File: src/include/rcc_pkg.sv
// Constants and types shared by the converter clock generator
package rcc_pkg;

  // Widths
  localparam int unsigned CNT_W   = 16;
  localparam int unsigned ADDR_W  = 6;
  localparam int unsigned DATA_W  = 32;
  localparam int unsigned BE_W    = 4;
  localparam int unsigned SPARE_N = 5;

  // Register byte offsets
  localparam logic [ADDR_W-1:0] OFF_CTRL   = 6'h00;
  localparam logic [ADDR_W-1:0] OFF_STATUS = 6'h04;
  localparam logic [ADDR_W-1:0] OFF_CYCLE  = 6'h08;
  localparam logic [ADDR_W-1:0] OFF_DUTY   = 6'h0C;
  localparam logic [ADDR_W-1:0] OFF_SPARE  = 6'h10;
  localparam logic [ADDR_W-1:0] OFF_STEP   = 6'h04;
  localparam logic [ADDR_W-1:0] OFF_COUNT  = 6'h24;

  // Field positions
  localparam int unsigned CTRL_RUN  = 0;
  localparam int unsigned ST_RUN    = 0;
  localparam int unsigned ST_PIN    = 1;
  localparam int unsigned ST_RANGE  = 2;

  // Reset values
  localparam logic [CNT_W-1:0] CYCLE_RST   = 16'h001D;
  localparam logic [CNT_W-1:0] DUTY_RST    = 16'h000E;
  localparam logic [CNT_W-1:0] SPARE_RST   = 16'h001C;
  localparam logic [CNT_W-1:0] COUNT_START = 16'h0000;
  localparam logic             PIN_HIGH    = 1'b1;
  localparam logic             PIN_LOW     = 1'b0;

  // Timing
  localparam int unsigned CLK_PERIOD_PS  = 25000;
  localparam int unsigned OUT_PERIOD_NS  = 250;
  localparam int unsigned OUT_PERIOD_CYC = (OUT_PERIOD_NS * 1000) / CLK_PERIOD_PS;

  typedef enum logic {
    VAR_PAIR = 1'b0,
    VAR_SAW  = 1'b1
  } variant_t;

  typedef enum logic [1:0] {
    RUN_IDLE  = 2'b01,
    RUN_COUNT = 2'b10
  } run_state_t;

  typedef struct packed {
    logic              rd;
    logic              wr;
    logic [ADDR_W-1:0] addr;
    logic [DATA_W-1:0] wdata;
    logic [BE_W-1:0]   be;
  } bus_req_t;

endpackage

File: src/core/rcc_clock_pwm.sv
// Converter operating clock generator: PWM timer with Avalon-MM registers
//
// Chosen here: the placing of the registers and the Avalon-MM slave port.
`timescale 1ns/1ps

// Function
// - Counter runs on the clock and clears on cycle match; cycle sets period.
// - Compare-pair: pin starts high and goes high on every cycle match.
// - Compare-pair: pin goes low when the counter matches the duty compare.
// - Output clock period is 250 ns, a 4 MHz square wave, with cycle value 9; the reset cycle value 29 gives 30 cycles, 750 ns.
// - Compare-pair: cycle compare initialises to 29, duty compare to 14.
// - Saw-wave: counter counts up from 0 and wraps after cycle value 29.
// - Saw-wave: pin low at first compare 14, high at end of cycle.
// - Saw-wave: pin driven high when counting starts, low when stopped.
// - Saw-wave: no negation control; nothing external forces the pin inactive.
// - Unused second to sixth compares hold 28 to avoid out-of-range error.
// - Cycle and compare writes act directly, with no buffered reload.
module rcc_clock_pwm #(
  parameter rcc_pkg::variant_t VARIANT = rcc_pkg::VAR_PAIR,
  parameter int unsigned       CNT_W   = rcc_pkg::CNT_W
) (
  // Clock and reset
  input  wire logic                          clk_i,
  input  wire logic                          rst_n_i,
  // Avalon-MM slave
  input  wire logic [rcc_pkg::ADDR_W-1:0]    avs_address_i,
  input  wire logic                          avs_read_i,
  input  wire logic                          avs_write_i,
  input  wire logic [rcc_pkg::DATA_W-1:0]    avs_writedata_i,
  input  wire logic [rcc_pkg::BE_W-1:0]      avs_byteenable_i,
  output logic      [rcc_pkg::DATA_W-1:0]    avs_readdata_o,
  output logic                               avs_waitrequest_o,
  // Converter clock pin
  output logic                               clock_out_pin_o
);

  localparam int unsigned SN = rcc_pkg::SPARE_N;
  localparam int unsigned DW = rcc_pkg::DATA_W;
  localparam logic PIN_RST = (VARIANT == rcc_pkg::VAR_SAW) ? rcc_pkg::PIN_LOW : rcc_pkg::PIN_HIGH;

  if (CNT_W < 5 || CNT_W > rcc_pkg::DATA_W) begin : g_bad_width
    $error("counter width cannot hold the documented compare values");
  end

  // Bus side
  rcc_pkg::bus_req_t  req;
  logic [DW-1:0]      rd_val;
  logic               wr_stb;

  // Registers
  logic               run_q;
  logic [CNT_W-1:0]   cycle_compare_reg_q;
  logic [CNT_W-1:0]   duty_compare_reg_q;
  logic [CNT_W-1:0]   spare_cmp_q [SN];
  logic               range_err_q;
  logic               pin_q;
  logic               pin_d;
  rcc_pkg::run_state_t state_q;
  rcc_pkg::run_state_t state_d;

  // Decode
  logic               hit_ctrl;
  logic               hit_status;
  logic               hit_cycle;
  logic               hit_duty;
  logic               hit_count;
  logic [SN-1:0]      hit_spare;
  logic [SN-1:0]      spare_over;
  logic [DW-1:0]      spare_rd [SN+1];
  logic               range_hit;

  // Timer
  logic [CNT_W-1:0]   period_counter;
  logic               wrap;
  logic               counting;
  logic               start;
  logic               stop;
  logic               duty_hit;

  function automatic logic [CNT_W-1:0] merge_lanes(input logic [CNT_W-1:0]           old_v,
                                                   input logic [DW-1:0]              wd,
                                                   input logic [rcc_pkg::BE_W-1:0]   be);
    logic [CNT_W-1:0] r;
    r = old_v;
    for (int k = 0; k < CNT_W; k++) begin
      if (be[k/8]) begin
        r[k] = wd[k];
      end
    end
    return r;
  endfunction

  assign req.rd    = avs_read_i;
  assign req.wr    = avs_write_i;
  assign req.addr  = avs_address_i;
  assign req.wdata = avs_writedata_i;
  assign req.be    = avs_byteenable_i;

  rcc_avalon_slave u_slave (
    .clk_i         (clk_i),
    .rst_n_i       (rst_n_i),
    .req_i         (req),
    .rdval_i       (rd_val),
    .waitrequest_o (avs_waitrequest_o),
    .readdata_o    (avs_readdata_o),
    .wr_stb_o      (wr_stb)
  );

  assign hit_ctrl   = req.addr == rcc_pkg::OFF_CTRL;
  assign hit_status = req.addr == rcc_pkg::OFF_STATUS;
  assign hit_cycle  = req.addr == rcc_pkg::OFF_CYCLE;
  assign hit_duty   = req.addr == rcc_pkg::OFF_DUTY;
  assign hit_count  = req.addr == rcc_pkg::OFF_COUNT;

  // Second to sixth compares: decode, readback and range check per entry
  assign spare_rd[0] = '0;
  for (genvar i = 0; i < SN; i++) begin : g_spare
    localparam logic [rcc_pkg::ADDR_W-1:0] OFF_I =
      rcc_pkg::ADDR_W'(rcc_pkg::OFF_SPARE + i * rcc_pkg::OFF_STEP);
    assign hit_spare[i]  = req.addr == OFF_I;
    assign spare_over[i] = spare_cmp_q[i] > cycle_compare_reg_q;
    assign spare_rd[i+1] = spare_rd[i] | ({DW{hit_spare[i]}} & DW'(spare_cmp_q[i]));

    always_ff @(posedge clk_i) begin
      if (!rst_n_i) begin
        spare_cmp_q[i] <= CNT_W'(rcc_pkg::SPARE_RST);
      end else if (wr_stb && hit_spare[i]) begin
        spare_cmp_q[i] <= merge_lanes(spare_cmp_q[i], req.wdata, req.be);
      end
    end
  end

  // Any compare beyond the cycle would never match
  assign range_hit = (|spare_over) | (duty_compare_reg_q > cycle_compare_reg_q);

  // Unmapped addresses read as zero
  assign rd_val = ({DW{hit_ctrl}}   & DW'(run_q))
                | ({DW{hit_status}} & DW'({range_err_q, pin_q, counting}))
                | ({DW{hit_cycle}}  & DW'(cycle_compare_reg_q))
                | ({DW{hit_duty}}   & DW'(duty_compare_reg_q))
                | ({DW{hit_count}}  & DW'(period_counter))
                | spare_rd[SN];

  always_ff @(posedge clk_i) begin
    if (!rst_n_i) begin
      run_q               <= 1'b0;
      cycle_compare_reg_q <= CNT_W'(rcc_pkg::CYCLE_RST);
      duty_compare_reg_q  <= CNT_W'(rcc_pkg::DUTY_RST);
    end else begin
      if (wr_stb && hit_ctrl && req.be[0]) begin
        run_q <= req.wdata[rcc_pkg::CTRL_RUN];
      end
      if (wr_stb && hit_cycle) begin
        cycle_compare_reg_q <= merge_lanes(cycle_compare_reg_q, req.wdata, req.be);
      end
      if (wr_stb && hit_duty) begin
        duty_compare_reg_q <= merge_lanes(duty_compare_reg_q, req.wdata, req.be);
      end
    end
  end

  // Sticky range error, write one to clear; a new hit wins over the clear
  always_ff @(posedge clk_i) begin
    if (!rst_n_i) begin
      range_err_q <= 1'b0;
    end else if (range_hit) begin
      range_err_q <= 1'b1;
    end else if (wr_stb && hit_status && req.be[0] && req.wdata[rcc_pkg::ST_RANGE]) begin
      range_err_q <= 1'b0;
    end
  end

  // Run control
  always_comb begin
    case (state_q)
      rcc_pkg::RUN_IDLE:  state_d = run_q ? rcc_pkg::RUN_COUNT : rcc_pkg::RUN_IDLE;
      rcc_pkg::RUN_COUNT: state_d = run_q ? rcc_pkg::RUN_COUNT : rcc_pkg::RUN_IDLE;
      default:            state_d = rcc_pkg::RUN_IDLE;
    endcase
  end

  assign counting = state_q == rcc_pkg::RUN_COUNT;
  assign start    = (state_q == rcc_pkg::RUN_IDLE) && run_q;
  assign stop     = counting && !run_q;

  always_ff @(posedge clk_i) begin
    if (!rst_n_i) begin
      state_q <= rcc_pkg::RUN_IDLE;
    end else begin
      state_q <= state_d;
    end
  end

  rcc_period_counter #(
    .W (CNT_W)
  ) u_counter (
    .clk_i   (clk_i),
    .rst_n_i (rst_n_i),
    .run_i   (counting),
    .cycle_i (cycle_compare_reg_q),
    .count_o (period_counter),
    .wrap_o  (wrap)
  );

  // Duty register doubles as the saw-wave first compare; cycle match wins a tie
  assign duty_hit = counting && (period_counter == duty_compare_reg_q);

  // Pin logic has no negation input, so only the timer and, in the saw-wave variant, its start and stop move it
  if (VARIANT == rcc_pkg::VAR_SAW) begin : g_saw
    assign pin_d = start    ? rcc_pkg::PIN_HIGH :
                   stop     ? rcc_pkg::PIN_LOW :
                   wrap     ? rcc_pkg::PIN_HIGH :
                   duty_hit ? rcc_pkg::PIN_LOW :
                   pin_q;
  end else begin : g_pair
    assign pin_d = wrap     ? rcc_pkg::PIN_HIGH :
                   duty_hit ? rcc_pkg::PIN_LOW :
                   pin_q;
  end

  always_ff @(posedge clk_i) begin
    if (!rst_n_i) begin
      pin_q <= PIN_RST;
    end else begin
      pin_q <= pin_d;
    end
  end

  assign clock_out_pin_o = pin_q;

  // Checking helpers: cycles between rising pin edges, with clean config
  logic [7:0] gap_q;
  logic       clean_q;
  logic       pin_rise;

  // Rise about to happen, so the gap is read before it restarts
  assign pin_rise = pin_d && !pin_q;

  always_ff @(posedge clk_i) begin
    if (!rst_n_i) begin
      gap_q   <= 8'h00;
      clean_q <= 1'b0;
    end else begin
      gap_q <= (pin_d && !pin_q) ? 8'h01 : ((gap_q == 8'hFF) ? gap_q : gap_q + 8'h01);
      if (pin_d && !pin_q) begin
        clean_q <= counting || start;
      end else if (wr_stb || !counting) begin
        clean_q <= 1'b0;
      end
    end
  end

  localparam int unsigned OPC = rcc_pkg::OUT_PERIOD_CYC;

  if (VARIANT == rcc_pkg::VAR_SAW) begin : g_saw_chk

  end else begin : g_pair_chk

  end
endmodule

File: src/core/rcc_period_counter.sv
// Up-counting period counter cleared on cycle compare match
`timescale 1ns/1ps
module rcc_period_counter #(
  parameter int unsigned W = rcc_pkg::CNT_W
) (
  // Clock and reset
  input  wire logic         clk_i,
  input  wire logic         rst_n_i,
  // Control
  input  wire logic         run_i,
  input  wire logic [W-1:0] cycle_i,
  // Status
  output logic      [W-1:0] count_o,
  output logic              wrap_o
);

  logic [W-1:0] count_q;
  logic [W-1:0] count_d;

  if (W < 2 || W > rcc_pkg::DATA_W) begin : g_bad_width
    $error("period counter width out of range");
  end

  // Overshoot after a live shrink of the cycle still wraps at once
  assign wrap_o  = run_i && (count_q >= cycle_i);
  assign count_d = (!run_i || wrap_o) ? W'(rcc_pkg::COUNT_START) : count_q + 1'b1;
  assign count_o = count_q;

  always_ff @(posedge clk_i) begin
    if (!rst_n_i) begin
      count_q <= W'(rcc_pkg::COUNT_START);
    end else begin
      count_q <= count_d;
    end
  end

endmodule

File: src/core/rcc_avalon_slave.sv
// Avalon-MM handshake with one wait state and registered read data
`timescale 1ns/1ps
module rcc_avalon_slave (
  // Clock and reset
  input  wire logic                      clk_i,
  input  wire logic                      rst_n_i,
  // Request and read value
  input  wire rcc_pkg::bus_req_t         req_i,
  input  wire logic [rcc_pkg::DATA_W-1:0] rdval_i,
  // Answer
  output logic                           waitrequest_o,
  output logic      [rcc_pkg::DATA_W-1:0] readdata_o,
  output logic                           wr_stb_o
);

  logic                       ack_q;
  logic [rcc_pkg::DATA_W-1:0] rdata_q;
  logic                       pending;

  assign pending       = req_i.rd | req_i.wr;
  assign waitrequest_o = pending & ~ack_q;
  assign wr_stb_o      = req_i.wr & ack_q;
  assign readdata_o    = rdata_q;

  // Read data is sampled one edge early so it stands when waitrequest drops
  always_ff @(posedge clk_i) begin
    if (!rst_n_i) begin
      ack_q   <= 1'b0;
      rdata_q <= '0;
    end else begin
      ack_q <= pending & ~ack_q;
      if (req_i.rd && !ack_q) begin
        rdata_q <= rdval_i;
      end
    end
  end

endmodule

File: config.mk
export PLATFORM = sky130hd
export DESIGN_NAME = rcc_clock_pwm
export DESIGN_NICKNAME = d
export VERILOG_FILES = /design/src/include/rcc_pkg.sv /design/src/core/rcc_clock_pwm.sv /design/src/core/rcc_period_counter.sv /design/src/core/rcc_avalon_slave.sv
export SDC_FILE = /design/constraint.sdc
export NUM_CORES = 1
export LEC_CHECK = 0
export BUFFER_PORTS_ARGS = -buffer_cell sky130_fd_sc_hd__buf_4
export CORE_MARGIN = 10
export CORE_UTILIZATION = 25
export DETAILED_ROUTE_END_ITERATION = 8
export PLACE_DENSITY = 0.39
export RECOVER_POWER = 100
export SLEW_MARGIN = 20
export SYNTH_ARGS = -nofsm -noshare
export SYNTH_HDL_FRONTEND = slang
export SYNTH_SLANG_ARGS = --single-unit
export TNS_END_PERCENT = 1
File: constraint.sdc
create_clock -name clk_i -period 7.4 [get_ports clk_i]
set_clock_uncertainty 0.2 [all_clocks]
set_input_delay 1.48 -clock clk_i [delete_from_list [all_inputs] [get_ports clk_i]]
set_output_delay 1.48 -clock clk_i [all_outputs]
set_load 0.005 [all_outputs]
==> flow_summary.yaml <==
worst_hold_path:
  min_to: "cycle_compare_reg_q[5]$_SDFFE_PN0P_"
  whs_path_depth: 2
  min_path_type: "register to register"
  hp-start: "cycle_compare_reg_q[5]$_SDFFE_PN0P_"
clock_network:
  cts_made_buffers: 17
  htree_levels: 4
  clk_latency_ns: 0.44
  cts.sinks: 150
  cts.path.max_buffers: 2
  cts_setup_buffers: 0
  cts_tree: "done"
  cts.repair.resized: 0
  path_clk_slew_ns: 0.06
  holdBufCountCts: 0
  cts_root_buf: "clkbuf_16"
detailed_routing:
  wl_um: 30700
  drt-initial-drc-count: 418
  via_count: 7105
  firstDrtPassIters: 5
  via_per_inst: 4.92
  route.detailed.drc: 0
  wl_per_cell_um: 21.2
  ant_nets: 0
place:
  gp_congestion: 0.852
  dpl-instance-area_sq_um: 10000
  hpwl_um: 23500
  portBuffers: 45
synth:
  synth.cells.most_frequent: "114 x ha_1, 109 x nand2_1, 80 x edfxtp_1, 70 x a21oi_1, 70 x dfxtp_1"
  synth.avg_cell_area_sq_um: 9.95
  ys_ff_latch: 150
  synth_area_leaders: "edfxtp_1 26%, ha_1 15%, dfxtp_1 15%, and2_1 4.5%, nand2_1 4.4%"
  yosys_warnings: 0
  synthDistinctLibCells: 55
  synth.cell_area_sq_um: 9270
  synth_most_common_cell: "ha_1"
  synthFlopType: "edfxtp_1"
  syn_inst: 931
  ys_seq_area_share_pct: 41.1
  synth_edf_count: 80
  yosys.area.top_type: "edfxtp_1"
  async_flop_share_pct: 0
  yosysTopAreaCellShare_pct: 25.9
floorplanning:
  io_pins: 80
  core_sq_um: 36600
  initial_core_util_pct: 25.3
  fp.dieH_um: 213
  rows: 70
  die_area_sq_um: 45200
  die_x_um: 213
critical_path:
  crit_path_max_fanout: 17
  rrSetupSlack_ns: 4.14
  arrival_ns: 5.05
  timing.rr.start: "cycle_compare_reg_q[9]$_SDFFE_PN0P_"
  r2r_cells: 9
  cp.required_ns: 7.43
  worstSetupPathType: "input pin to register"
  start_kind: "input pin"
  worstSetupEndpointType: "register"
  crit_start: "avs_address_i[1]"
  r2r-end: "u_counter.count_o[12]$_SDFF_PP0_"
sta:
  setup_viol_count_final: 0
  hold_ws_ns: 0.253
  clock.fmax_ghz: 0.199
  fin_crit_sh_pct: 67.9
  report.final.slew_viol_count: 94
  rsz0062_at_grt: "false"
  hold_violations: 0
  tightest_slew_ns: 1.77
  tns_ns: 0
  period_needed_ns: 5.03
  slew_headroom_pct: -18.0
run:
  maxCapViolations: 7
global_route:
  grt_pass1_wl_um: 46000
  grt_max_degree: 39
  overflow: 0
  grt_usage_pct: 13.7
  grt_pass1_vias: 7259
  antenna_found_initial: 0
status:
  violations: "capacitance limit, slew limit"
  status: "finished, violations left"
cells_and_area:
  final_nets: 1124
  area_growth_pct: 14.9
  drive_gt1_share_pct: 10.4
  design_area_sq_um: 10600
  diodes: 0
power:
  ir_drop_v: 0.000138
  leakagePower_nw: 3.78
  pwr_density_cell_nw_per_um2: 197
final cells by class:
| type | instances | area (sq um) |
|---|---|---|
| Timing Repair Buffer | 53 | 342 |
| Clock buffer | 19 | 433 |
| Multi-Input combinational cell | 714 | 5120 |
| Inverter | 28 | 105 |
| Clock inverter | 13 | 253 |
| Sequential cell | 150 | 3800 |
| Fill cell | 3841 | 26000 |
| Tap cell | 468 | 586 |
cell families (layout without fill, tap and decap cells):
group / after synthesis / count (layout) / synth area share, %
adders and majority gates: 114 / 114 / 15.4
DFF: 150 / 150 / 41.1
other: 1 / 16 / 0.0405
buffers and inverters: 82 / 113 / 4.31
muxes: 18 / 18 / 4.24
and+or+nand+nor: 335 / 335 / 18.9
AOI/OAI and AO/OA: 201 / 201 / 13.2
xor gates and xnor gates: 30 / 30 / 2.84
cells in the final DEF, fill, tap and decap left out, types with 19 or more instances in the layout:
cell	instances
nor2_1	35
and2_0	39
nand4_1	34
nand2_1	109
dfxtp_1	70
ha_1	114
edfxtp_1	80
buf_4	29
a21oi_1	70
nand3_1	26
or3_1	19
xnor2_1	23
inv_1	28
and2_1	28
o21ai_0	47
state kept, by name, summed over array words and instances, names as in the netlist:
name and cells:
u_slave.readdata_o 16, state_q 2, range_err_q 1, duty_compare_reg_q 16, run_q 1, u_slave.ack_q 1
cycle_compare_reg_q 16, u_counter.count_o 16, spare_cmp_q 80, clock_out_pin_o 1
metal layers:
metal | routed length [um] | track usage [%]
met3 | 737 | 1.96
met2 | 14600 | 22.6
met4 | 366 | 3.18
met1 | 15000 | 18.4
met5 | 0 | 0
per-stage QoR:
step           cells  worst slack (ns)  utilization, %  total power, mW
2_1_floorplan    946              3.64               -             1.00
3_3_place_gp    1413              3.04            27.4             1.08
3_5_place_dp    1413              3.02            27.4             1.08
4_1_cts         1445              3.47            29.3             2.12
5_1_grt         1445              2.15            29.1             2.16
6_report        1445              2.37            29.1             2.10
worst max-delay path by stage:
| stage | endpoint | slack (ns) | depth (start not counted) |
|---|---|---|---|
| floorplan | spare_cmp_q[1][0]$_SDFFCE_PN0P_ | 3.64 | 5 |
| global placement | spare_cmp_q[1][9]$_SDFFCE_PN0P_ | 3.04 | 5 |
| detailed placement | spare_cmp_q[1][5]$_SDFFCE_PN0P_ | 3.02 | 5 |
| CTS | spare_cmp_q[1][5]$_SDFFCE_PN0P_ | 3.47 | 5 |
| global route | duty_compare_reg_q[2]$_SDFFE_PN1P_ | 2.15 | 6 |
| finish | duty_compare_reg_q[1]$_SDFFE_PN1P_ | 2.37 | 6 |
where the power goes:
part / internal [mW] / total (mW) / switching [mW]
Sequential: 0.894 / 0.908 / 0.0134
Combinational: 0.0525 / 0.146 / 0.0937
Clock: 0.667 / 1.05 / 0.379
Total: 1.61 / 2.10 / 0.486
worst max-delay path: stages:
cell and delay, ns:
clkbuf_1 0.11, nor4_1 1.29, nor2b_1 1.37, nand2_1 0.53, nand2_1 0.18, nand3_1 0.09
Power figures use the tool's default switching activity.
